<file path="src/ccs_pkg.sv">
// ccs_pkg: constants, types and special codes of the custom charger stimulus block
// assumes one 100 MHz clock and the register port of the serial host interface
package ccs_pkg;

  // ---------------------------------------------------------------
  // register offsets and reset values
  // ---------------------------------------------------------------
  localparam logic [7:0] OFS_S1_THR_PD  = 8'h43;
  localparam logic [7:0] OFS_S1_RATIO   = 8'h44;
  localparam logic [7:0] OFS_S2_TMR_SEL = 8'h45;
  localparam logic [7:0] OFS_S2_RESP    = 8'h46;
  localparam logic [3:0] RST_THR        = 4'h0;
  localparam logic [1:0] RST_PD         = 2'h0;
  localparam logic [2:0] RST_RATIO      = 3'h0;
  localparam logic [3:0] RST_RESP       = 4'h0;
  localparam logic [2:0] RST_STIM       = 3'h0;

  // ---------------------------------------------------------------
  // field positions
  // ---------------------------------------------------------------
  localparam int POS_PD    = 4;
  localparam int POS_TYPE  = 6;
  localparam int POS_TMR   = 3;
  localparam int POS_MAG   = 4;

  // ---------------------------------------------------------------
  // codes with a special meaning
  // ---------------------------------------------------------------
  localparam logic [3:0] THR_RSVD  = 4'hF;
  localparam logic [3:0] MAG_RSVD  = 4'hF;
  localparam logic [3:0] MAG_PD    = 4'h0;
  localparam logic [2:0] RAT_RSVD  = 3'h7;
  localparam logic [2:0] STIM_VRDY = 3'h0;
  localparam logic [2:0] STIM_VPRS = 3'h7;
  localparam logic [3:0] SEL_NONE  = 4'h0;

  // ---------------------------------------------------------------
  // timing
  // ---------------------------------------------------------------
  localparam int CLK_PERIOD_NS = 10;
  localparam int TMR_UNIT_NS   = 1000000;
  localparam int CYC_PER_MS    = TMR_UNIT_NS / CLK_PERIOD_NS;
  localparam int SYNC_STAGES   = 3;

  // ---------------------------------------------------------------
  // types
  // ---------------------------------------------------------------
  typedef enum logic [2:0] {K_REMOVE, K_VOLT, K_RES, K_DIV, K_SHORT, K_KEEP, K_RSVD} ccs_kind_t;
  typedef struct packed {logic [3:0] mag; logic [3:0] sel;} ccs_resp_t;
  typedef struct packed {
    logic vbus_ready;
    logic vbus_present;
    logic dp_above_th;
    logic dm_above_th;
    logic dp_above_floor;
  } ccs_cmp_t;

endpackage

</file>
<file path="src/ccs_regs.sv">
// ccs_regs: stage-1/2 stimulus configuration registers and the two-stage sequencer
// assumes the serial host decodes addresses into the register port below and
// that analog comparators and line drivers sit outside, fed by these outputs
`timescale 1ns/1ps
module ccs_regs #(
  parameter int CYC_MS = ccs_pkg::CYC_PER_MS
) (
  // clock, reset, enable
  input  wire logic                clk,
  input  wire logic                rst_b,
  input  wire logic                ce,
  // register port
  input  wire logic [7:0]          reg_addr,
  input  wire logic                reg_wr,
  input  wire logic [7:0]          reg_wdata,
  input  wire logic                reg_rd,
  output logic      [7:0]          reg_rdata_ff,
  // settings held in neighbouring registers
  input  wire logic [2:0]          stage1_stimulus_select,
  input  wire logic [3:0]          stage1_response_select,
  input  wire logic [3:0]          stage1_response_magnitude,
  input  wire logic [3:0]          stage2_threshold,
  input  wire logic [1:0]          stage2_pulldown_current,
  input  wire logic [2:0]          stage2_divider_ratio,
  // sequencing engine
  input  wire logic                seq_start,
  input  wire logic                emulation_profile_cycle,
  input  wire logic                profile_legacy,
  output logic                     seq_busy_ff,
  output logic                     seq_done_ff,
  // comparator pins
  input  wire ccs_pkg::ccs_cmp_t   cmp_pin,
  output logic      [11:0]         threshold_mv_ff,
  // line drive
  output ccs_pkg::ccs_resp_t       drive_resp_ff,
  output ccs_pkg::ccs_kind_t       drive_kind_ff,
  output logic      [11:0]         drive_value_ff,
  output logic      [7:0]          pulldown_ua_ff,
  output logic      [6:0]          ratio_pct_ff
);

  // ---------------------------------------------------------------
  // decode tables
  // ---------------------------------------------------------------
  // threshold and voltage magnitude share one millivolt table
  function automatic logic [11:0] mv_of(input logic [3:0] c);
    case (c)
      4'h5:    mv_of = 12'h1F4;
      4'h6:    mv_of = 12'h258;
      4'h7:    mv_of = 12'h2BC;
      4'h8:    mv_of = 12'h320;
      4'h9:    mv_of = 12'h384;
      4'hA:    mv_of = 12'h578;
      4'hB:    mv_of = 12'h640;
      4'hC:    mv_of = 12'h708;
      4'hD:    mv_of = 12'h7D0;
      4'hE:    mv_of = 12'h898;
      default: mv_of = 12'h190;
    endcase
  endfunction

  // resistance in units of 100 ohm
  function automatic logic [11:0] res_of(input logic [3:0] c);
    case (c)
      4'h0:    res_of = 12'h012;
      4'h1:    res_of = 12'h064;
      4'h2:    res_of = 12'h096;
      4'h3:    res_of = 12'h0C8;
      4'h4:    res_of = 12'h0FA;
      4'h5:    res_of = 12'h12C;
      4'h6:    res_of = 12'h190;
      4'h7:    res_of = 12'h1AE;
      4'h8:    res_of = 12'h1F4;
      4'h9:    res_of = 12'h258;
      4'hA:    res_of = 12'h2EE;
      4'hB:    res_of = 12'h320;
      4'hC:    res_of = 12'h3E8;
      4'hD:    res_of = 12'h4B0;
      default: res_of = 12'h5DC;
    endcase
  endfunction

  // divider total in kilohm; pattern repeats every eight codes
  function automatic logic [11:0] div_of(input logic [3:0] c);
    case (c[2:0])
      3'h0:    div_of = 12'h05D;
      3'h1:    div_of = 12'h064;
      3'h2:    div_of = 12'h07D;
      3'h3:    div_of = c[3] ? 12'h096 : 12'h096;
      default: div_of = 12'h0C8;
    endcase
    if (c >= 4'hC) begin
      div_of = 12'h0C8;
    end
  endfunction

  function automatic ccs_pkg::ccs_kind_t kind_of(input logic [3:0] s);
    case (s)
      4'h0:                kind_of = ccs_pkg::K_REMOVE;
      4'h1, 4'h2, 4'h3:    kind_of = ccs_pkg::K_VOLT;
      4'h4, 4'h7, 4'hD:    kind_of = ccs_pkg::K_RES;
      4'h6, 4'h9, 4'hC:    kind_of = ccs_pkg::K_DIV;
      4'hA:                kind_of = ccs_pkg::K_SHORT;
      4'hE, 4'hF:          kind_of = ccs_pkg::K_KEEP;
      default:             kind_of = ccs_pkg::K_RSVD;
    endcase
  endfunction

  function automatic logic [6:0] ms_of(input logic [2:0] c);
    case (c)
      3'h0:    ms_of = 7'h00;
      3'h1:    ms_of = 7'h01;
      3'h2:    ms_of = 7'h05;
      3'h3:    ms_of = 7'h0A;
      3'h4:    ms_of = 7'h14;
      3'h5:    ms_of = 7'h28;
      3'h6:    ms_of = 7'h50;
      default: ms_of = 7'h64;
    endcase
  endfunction

  // ---------------------------------------------------------------
  // stored fields
  // ---------------------------------------------------------------
  logic [3:0] s1_thr_ff;
  logic [1:0] s1_pd_ff;
  logic [2:0] s1_ratio_ff;
  logic       s2_type_ff;
  logic [2:0] s2_tmr_ff;
  logic [2:0] s2_stim_ff;
  logic [3:0] s2_mag_ff;
  logic [3:0] s2_sel_ff;

  // write side; each field with reserved codes (threshold, ratio, stimulus, magnitude, select) is checked on its own
  always_ff @(posedge clk) begin
    if (!rst_b) begin
      s1_thr_ff   <= ccs_pkg::RST_THR;
      s1_pd_ff    <= ccs_pkg::RST_PD;
      s1_ratio_ff <= ccs_pkg::RST_RATIO;
      s2_type_ff  <= 1'b0;
      s2_tmr_ff   <= 3'h0;
      s2_stim_ff  <= ccs_pkg::RST_STIM;
      s2_mag_ff   <= ccs_pkg::RST_RESP;
      s2_sel_ff   <= ccs_pkg::RST_RESP;
    end else if (ce && reg_wr) begin
      if (reg_addr == ccs_pkg::OFS_S1_THR_PD) begin
        s1_pd_ff <= reg_wdata[ccs_pkg::POS_PD +: 2];
        if (reg_wdata[3:0] != ccs_pkg::THR_RSVD) begin
          s1_thr_ff <= reg_wdata[3:0];
        end
      end else if (reg_addr == ccs_pkg::OFS_S1_RATIO) begin
        if (reg_wdata[2:0] != ccs_pkg::RAT_RSVD) begin
          s1_ratio_ff <= reg_wdata[2:0];
        end
      end else if (reg_addr == ccs_pkg::OFS_S2_TMR_SEL) begin
        s2_type_ff <= reg_wdata[ccs_pkg::POS_TYPE];
        s2_tmr_ff  <= reg_wdata[ccs_pkg::POS_TMR +: 3];
        if (reg_wdata[2:1] != 2'h2) begin
          s2_stim_ff <= reg_wdata[2:0];
        end
      end else if (reg_addr == ccs_pkg::OFS_S2_RESP) begin
        if (reg_wdata[ccs_pkg::POS_MAG +: 4] != ccs_pkg::MAG_RSVD) begin
          s2_mag_ff <= reg_wdata[ccs_pkg::POS_MAG +: 4];
        end
        if (kind_of(reg_wdata[3:0]) != ccs_pkg::K_RSVD) begin
          s2_sel_ff <= reg_wdata[3:0];
        end
      end
    end
  end

  // read side; unimplemented bits and unknown offsets read zero
  always_ff @(posedge clk) begin
    if (!rst_b) begin
      reg_rdata_ff <= 8'h00;
    end else if (ce && reg_rd) begin
      if (reg_addr == ccs_pkg::OFS_S1_THR_PD) begin
        reg_rdata_ff <= {2'h0, s1_pd_ff, s1_thr_ff};
      end else if (reg_addr == ccs_pkg::OFS_S1_RATIO) begin
        reg_rdata_ff <= {5'h00, s1_ratio_ff};
      end else if (reg_addr == ccs_pkg::OFS_S2_TMR_SEL) begin
        reg_rdata_ff <= {1'b0, s2_type_ff, s2_tmr_ff, s2_stim_ff};
      end else if (reg_addr == ccs_pkg::OFS_S2_RESP) begin
        reg_rdata_ff <= {s2_mag_ff, s2_sel_ff};
      end else begin
        reg_rdata_ff <= 8'h00;
      end
    end
  end

  // ---------------------------------------------------------------
  // comparator synchroniser
  // ---------------------------------------------------------------
  ccs_pkg::ccs_cmp_t sync1_ff;
  ccs_pkg::ccs_cmp_t sync2_ff;
  ccs_pkg::ccs_cmp_t sync3_ff;
  ccs_pkg::ccs_cmp_t cmp_ff;

  // a change counts only once stages two and three agree, which rejects chatter
  always_ff @(posedge clk) begin
    if (!rst_b) begin
      sync1_ff <= '0;
      sync2_ff <= '0;
      sync3_ff <= '0;
      cmp_ff   <= '0;
    end else if (ce) begin
      sync1_ff <= cmp_pin;
      sync2_ff <= sync1_ff;
      sync3_ff <= sync2_ff;
      for (int i = 0; i < $bits(ccs_pkg::ccs_cmp_t); i++) begin
        if (sync2_ff[i] == sync3_ff[i]) begin
          cmp_ff[i] <= sync3_ff[i];
        end
      end
    end
  end

  // stimulus met for a given select code
  function automatic logic stim_met(input logic [2:0] s, input ccs_pkg::ccs_cmp_t c);
    case (s)
      3'h0:       stim_met = c.vbus_ready;
      3'h1, 3'h6: stim_met = c.dp_above_th;
      3'h2:       stim_met = !c.dp_above_th && c.dp_above_floor;
      3'h3:       stim_met = c.dm_above_th;
      3'h7:       stim_met = c.vbus_present;
      default:    stim_met = 1'b0;
    endcase
  endfunction

  // ---------------------------------------------------------------
  // sequencer
  // ---------------------------------------------------------------
  typedef enum logic [2:0] {ST_IDLE, ST_DET1, ST_DET2, ST_WAIT, ST_HOLD, ST_DONE} ccs_st_t;

  ccs_st_t           state_ff;
  ccs_st_t           nxt_state;
  logic [23:0]       tmr_ff;
  logic [23:0]       nxt_tmr;
  logic              nxt_apply;
  ccs_pkg::ccs_resp_t nxt_resp;
  logic [2:0]        cur_stim;
  logic [3:0]        cur_thr;
  logic [23:0]       tmr_load;

  // 100 ms fits in 24 bits at the nominal rate
  assign tmr_load = 24'(32'(ms_of(s2_tmr_ff)) * CYC_MS);
  assign cur_stim = (state_ff == ST_DET1) ? stage1_stimulus_select : s2_stim_ff;
  assign cur_thr  = (state_ff == ST_DET1) ? s1_thr_ff : stage2_threshold;

  // stage 2 only starts watching once stage 1 has responded
  always_comb begin
    nxt_state = state_ff;
    nxt_tmr   = tmr_ff;
    nxt_apply = 1'b0;
    nxt_resp  = '{mag: s2_mag_ff, sel: s2_sel_ff};
    case (state_ff)
      ST_IDLE: begin
        if (seq_start) begin
          nxt_state = ST_DET1;
        end
      end
      ST_DET1: begin
        if (stim_met(stage1_stimulus_select, cmp_ff)) begin
          nxt_apply = 1'b1;
          nxt_resp  = '{mag: stage1_response_magnitude, sel: stage1_response_select};
          nxt_state = ST_DET2;
        end
      end
      ST_DET2: begin
        if (stim_met(s2_stim_ff, cmp_ff)) begin
          nxt_tmr = tmr_load;
          if (s2_type_ff) begin
            nxt_apply = 1'b1;
            nxt_state = ST_HOLD;
          end else begin
            nxt_state = ST_WAIT;
          end
        end
      end
      ST_WAIT: begin
        if (tmr_ff == 24'h000000) begin
          nxt_apply = 1'b1;
          nxt_state = ST_DONE;
        end else begin
          nxt_tmr = tmr_ff - 24'h000001;
        end
      end
      ST_HOLD: begin
        if (tmr_ff == 24'h000000) begin
          if (!stim_met(s2_stim_ff, cmp_ff)) begin
            nxt_apply = 1'b1;
            nxt_resp  = '{mag: s2_mag_ff, sel: ccs_pkg::SEL_NONE};
          end
          nxt_state = ST_DONE;
        end else begin
          nxt_tmr = tmr_ff - 24'h000001;
        end
      end
      default: begin
        nxt_state = ST_IDLE;
      end
    endcase
  end

  // state and timer
  always_ff @(posedge clk) begin
    if (!rst_b) begin
      state_ff <= ST_IDLE;
      tmr_ff   <= 24'h000000;
    end else if (ce) begin
      state_ff <= nxt_state;
      tmr_ff   <= nxt_tmr;
    end
  end

  // sequencer status
  always_ff @(posedge clk) begin
    if (!rst_b) begin
      seq_busy_ff <= 1'b0;
      seq_done_ff <= 1'b0;
    end else if (ce) begin
      seq_busy_ff <= (nxt_state != ST_IDLE) && (nxt_state != ST_DONE);
      seq_done_ff <= (nxt_state == ST_DONE);
    end
  end

  // ---------------------------------------------------------------
  // comparator reference
  // ---------------------------------------------------------------
  // bus stimuli leave the last reference in place, so the comparator never glitches
  always_ff @(posedge clk) begin
    if (!rst_b) begin
      threshold_mv_ff <= 12'h190;
    end else if (ce && (state_ff == ST_DET1 || state_ff == ST_DET2)) begin
      if (cur_stim != ccs_pkg::STIM_VRDY && cur_stim != ccs_pkg::STIM_VPRS
          && !profile_legacy) begin
        threshold_mv_ff <= (cur_thr == 4'h3) ? 12'h12C : mv_of(cur_thr);
      end
    end
  end

  // ---------------------------------------------------------------
  // line drive
  // ---------------------------------------------------------------
  ccs_pkg::ccs_kind_t apply_kind;
  logic               apply_legacy;

  assign apply_kind   = kind_of(nxt_resp.sel);
  assign apply_legacy = emulation_profile_cycle && profile_legacy;

  // response shape and its decoded magnitude
  always_ff @(posedge clk) begin
    if (!rst_b) begin
      drive_resp_ff  <= '0;
      drive_kind_ff  <= ccs_pkg::K_REMOVE;
      drive_value_ff <= 12'h000;
    end else if (ce && nxt_apply) begin
      drive_resp_ff <= nxt_resp;
      drive_kind_ff <= apply_kind;
      if (apply_kind == ccs_pkg::K_VOLT) begin
        drive_value_ff <= (nxt_resp.mag == ccs_pkg::MAG_PD) ? 12'h000 : mv_of(nxt_resp.mag);
      end else if (apply_kind == ccs_pkg::K_RES) begin
        drive_value_ff <= res_of(nxt_resp.mag);
      end else if (apply_kind == ccs_pkg::K_DIV) begin
        drive_value_ff <= div_of(nxt_resp.mag);
      end else begin
        drive_value_ff <= 12'h000;
      end
    end
  end

  // pull-down sink; legacy profiles leave it untouched during an emulation profile cycle
  always_ff @(posedge clk) begin
    if (!rst_b) begin
      pulldown_ua_ff <= 8'h0A;
    end else if (ce && nxt_apply && !apply_legacy && apply_kind == ccs_pkg::K_VOLT
                 && nxt_resp.mag == ccs_pkg::MAG_PD) begin
      case (state_ff == ST_DET1 ? s1_pd_ff : stage2_pulldown_current)
        2'h0:    pulldown_ua_ff <= 8'h0A;
        2'h1:    pulldown_ua_ff <= 8'h32;
        2'h2:    pulldown_ua_ff <= 8'h64;
        default: pulldown_ua_ff <= 8'h96;
      endcase
    end
  end

  // divider ratio in percent; standard profiles leave it untouched
  always_ff @(posedge clk) begin
    if (!rst_b) begin
      ratio_pct_ff <= 7'h19;
    end else if (ce && nxt_apply && apply_legacy && apply_kind == ccs_pkg::K_DIV) begin
      case (state_ff == ST_DET1 ? s1_ratio_ff : stage2_divider_ratio)
        3'h0:    ratio_pct_ff <= 7'h19;
        3'h1:    ratio_pct_ff <= 7'h21;
        3'h2:    ratio_pct_ff <= 7'h28;
        3'h3:    ratio_pct_ff <= 7'h32;
        3'h4:    ratio_pct_ff <= 7'h36;
        3'h5:    ratio_pct_ff <= 7'h3C;
        default: ratio_pct_ff <= 7'h42;
      endcase
    end
  end

endmodule

</file>
<file path="config.mk">
export PLATFORM = sky130hd
export DESIGN_NAME = ccs_regs
export DESIGN_NICKNAME = d
export VERILOG_FILES = /design/src/ccs_pkg.sv /design/src/ccs_regs.sv
export SDC_FILE = /design/constraint.sdc
export NUM_CORES = 1
export LEC_CHECK = 0
export ABC_AREA = 1
export ABC_CLOCK_PERIOD_IN_PS = 8800
export BUFFER_PORTS_ARGS = -buffer_cell sky130_fd_sc_hd__buf_4
export CAP_MARGIN = 5
export CORE_MARGIN = 3
export CORE_UTILIZATION = 50
export CTS_CLUSTER_SIZE = 12
export DETAILED_ROUTE_END_ITERATION = 10
export GPL_ROUTABILITY_DRIVEN = 0
export GPL_TIMING_DRIVEN = 1
export PLACE_DENSITY = 0.7
export SKIP_LAST_GASP = 1
export SLEW_MARGIN = 40
export SYNTH_ARGS = -nofsm -noshare
export SYNTH_HDL_FRONTEND = slang
export SYNTH_SLANG_ARGS = --single-unit
export TNS_END_PERCENT = 30
</file>
<file path="constraint.sdc">
create_clock -name clk -period 8.8 [get_ports clk]
set_input_delay 0 -clock clk [delete_from_list [all_inputs] [get_ports clk]]
set_output_delay 0 -clock clk [all_outputs]
set_load 0.005 [all_outputs]
</file>
==> reports/summary.log <==
qor: critical_path.critical_path.slowest_cell dfxtp_1
qor: timing.timing.final.crit_period 5170 ps
qor: synth.share_of_the_yosys_chip_area_belonging_to_registers 29.6%
qor: cts.worstSkewPairLatency 430 ps
qor: finish.layout.cells.non_filler 1583
qor: detailed_routing.avgViaCountPerCell 5.44
qor: detailed_routing.initialDrtViolationCount 528
qor: place.placed_cell_areas 0.00956 mm²
qor: detailed_routing.dr_wl_met2 11.0 mm
qor: detailed_routing.post_drt_wl_per_cell 14.9 µm
qor: finish.area_of_the_multi_input_gates 0.00532 mm²
qor: cts.post_cts_resized 0
qor: timing.timing.max_slew.rel_slack 48.2%
qor: global_route.global_route_wire_length_before_repair 38.2 mm
qor: synth.syn_avg_cell_area 6.98 µm²
qor: finish.layout-drive-gt1-share 17.0%
qor: place.placement.io_buffers 105
qor: synth.asyncSetResetFlopFracSynth 0%
qor: critical_path.crit_family simple AND/OR/NAND/NOR gates
qor: synth.yosysWarnings 0
qor: timing.rsz0062_at_grt no
qor: timing.max_slew_vio_count 0
qor: min_path.holdCritPathClass in -> reg
qor: synth.synth.cell_area 0.00866 mm²
qor: synth.synth_edf_count 0
qor: place.detailedPlace.worstSlack 3690 ps
qor: detailed_routing.wl_met1 10.9 mm
qor: outcome.outcome completed
qor: die.rows 47
qor: synth.synth_top_area_cell dfxtp_1
qor: critical_path.worstPathMaxFanout 11
qor: critical_path.cpPeakStageDelay 530 ps
qor: finish.design.final.nets 1471
qor: cts.clock_slew_seen_by_the_registers_of_the_worst_setup_and_hold_paths 60 ps
qor: detailed_routing.drt_first_pass_iters 5
qor: synth.netlist_instances 1241
qor: die.die_height 138 µm
qor: global_route.grt_max_degree 81
qor: detailed_routing.detail_route_antenna_nets 0
qor: place.place_inst 1531
qor: finish.final_design_area_no_fill 0.0104 mm²
qor: timing.max_freq 193 MHz
qor: power_and_ir_drop.max-vdd-ir-drop 0.000149 V
qor: synth.post_synth_most_frequent_cells nand2_1 (222), dfxtp_1 (128), inv_1 (127), a21oi_1 (126), o21ai_0 (125)
qor: timing.timing.clock.skew 7.99 ps
qor: power_and_ir_drop.fin_total_pwr 0.00166 W
qor: timing.final_critical_path_setup_slack 3630 ps
qor: global_route.grt-ovfl-total 0
qor: detailed_routing.drc 0
qor: critical_path.worst-setup-path-type reg -> reg
qor: timing.final.period_utilization 58.8%
qor: critical_path.cp_common_cell nand2_1
qor: die.io_pins 109
qor: cts.tritoncts_num_sinks 128
qor: detailed_routing.wl_met3 1.28 mm
qor: detailed_routing.drt_wl_total 23.6 mm
qor: timing.tightest_slew 777 ps
qor: run.drv.max_cap_violation_count 0
qor: synth.netlist_top_cells_area dfxtp_1 (30%), nand2_1 (9.6%), ha_1 (9.5%)
qor: power_and_ir_drop.p_leak 4.91 nW
qor: cts.cts_tree done
qor: finish.n_antenna_cell 0
qor: finish.syn_to_final_growth 20.1%
qor: synth.post_synth_num_cell_types 65
qor: finish.fillers 1577
qor: place.detailed_place_hpwl 17.0 mm
qor: timing.finalSetupViolations 0
qor: power_and_ir_drop.power.density 160 mW/mm²
qor: global_route.grt.total_usage 25.1%
qor: critical_path.end_kind register
qor: timing.timing.setup.tns 0 ps
qor: critical_path.worst_ep_arrival_time 5460 ps
qor: critical_path.worstPathBufferInverterCount 2
qor: synth.synth.ff_latch_count 128
qor: cts.h-tree-depth 4
qor: detailed_routing.num_vias 8616
qor: critical_path.cp.required 9080 ps
qor: die.die-width 138 µm
qor: global_route.grt_pass1_vias 7928
qor: timing.hold_viol 0
qor: synth.synthDominantCellAreaShare 29.6%
qor: synth.main_flop_type_after_synthesis dfxtp_1
qor: global_route.antenna_violations_before_repair 0
qor: cts.clock-root-buffer clkbuf_16
qor: finish.sequential_cell_area 0.00256 mm²
qor: die.floorplan.initialDensity 51.7%
qor: critical_path.cp-start-kind register
qor: die.core_area 0.0168 mm²
qor: detailed_routing.top_signal_layer_used met4
qor: die.floorplan.die_area 0.0189 mm²
qor: cts.cts_max_path_buffers 2
qor: cts.tritoncts.num_buffers 17
qor: synth.synth.most_common_cell nand2_1
-- stage by stage --
step / utilization, % / hold slack, ps
floorplan: - / 128
global placement: 57.0 / 225
detailed placement: 57.0 / 230
CTS: 62.1 / 17.0
global route: 62.1 / 35.0
finish: 62.1 / 26.0
-- metal layers --
| metal | vias to the layer above | track usage, % |
|---|---|---|
| li1 | 4370 | - |
| met1 | 3943 | 33.4 |
| met2 | 268 | 40.5 |
| met3 | 35 | 5.04 |
| met4 | 0 | 8.20 |
| met5 | - | 0 |
-- state kept, by name (all words and copies together), names as in the netlist, 4 cells and up --
| register | cells |
|---|---|
| threshold_mv_ff | 10 |
| sync3_ff | 5 |
| tmr_ff | 24 |
| s1_thr_ff | 4 |
| s2_sel_ff | 4 |
| s2_mag_ff | 4 |
| sync2_ff | 5 |
| reg_rdata_ff | 8 |
| ratio_pct_ff | 7 |
| pulldown_ua_ff | 7 |
| cmp_ff | 5 |
| drive_resp_ff | 8 |
| drive_value_ff | 12 |
| sync1_ff | 5 |
-- final timing paths --
path | startpoint | end | slack (ps) | depth (start not counted)
worst max-delay path | s2_tmr_ff[2] | tmr_ff[23] | 3630 | 25
worst min-delay path | stage1_response_select[0] | drive_resp_ff[0] | 30 | 5
worst max register to register | s2_tmr_ff[2] | tmr_ff[23] | 3630 | 25
worst min register to register | threshold_mv_ff[11] | threshold_mv_ff[11] | 470 | 2
-- cell type report --
type / count / area share [%]
multi-input cells: 919 / 51.1
inverters: 157 / 5.76
repair buffers: 127 / 9.65
flip-flops and latches: 128 / 24.6
clock buffers: 18 / 4.22
clock inverters: 14 / 1.94
well taps: 220 / 2.65
-- power breakdown --
| part | switching (W) | internal, W |
|---|---|---|
| sequential | 0.0000142 | 0.000598 |
| combinational | 0.000172 | 0.0000982 |
| clock | 0.000295 | 0.000487 |
| total | 0.000481 | 0.00118 |
-- tightest hold or removal path: cells and delay by family --
kind                   cells  cell delay, ps
buffers and inverters      2             180
AND/OR/NAND/NOR            2             170
AO/OA/AOI/OAI              1              60
-- timing repair --
| action | in CTS | in global routing |
|---|---|---|
| hold buffers | 20 | 0 |
| endpoints found under the hold margin | 41 | 0 |
| buffers inserted | 0 | 0 |
-- logic make-up (layout without fill, tap and decap cells) --
group                      Yosys count  in the layout  synth area share (%)
xor gates and xnor gates            22             22                  2.23
DFF                                128            128                  29.6
adders and majority gates           72             72                  10.9
AOI/OAI and AO/OA                  325            325                  20.7
other                                1              3                0.0433
buffers and inverters              196            316                  9.06
and+or+nand+nor                    497            497                  27.4
-- layout by cell type (no fill, tap or decap), drive strengths merged, types with 13 or more instances in the layout --
| cell | instances |
|---|---|
| nand2 | 244 |
| buf | 107 |
| a21oi | 128 |
| dfxtp | 128 |
| clkbuf | 18 |
| nand3 | 54 |
| o21ai | 140 |
| nor3 | 33 |
| o211ai | 13 |
| inv | 157 |
| nand4 | 14 |
| xor2 | 16 |
| dlygate4sd3 | 20 |
| ha | 66 |
| nor2 | 130 |
No activity file was read; power rests on OpenSTA's default activity.
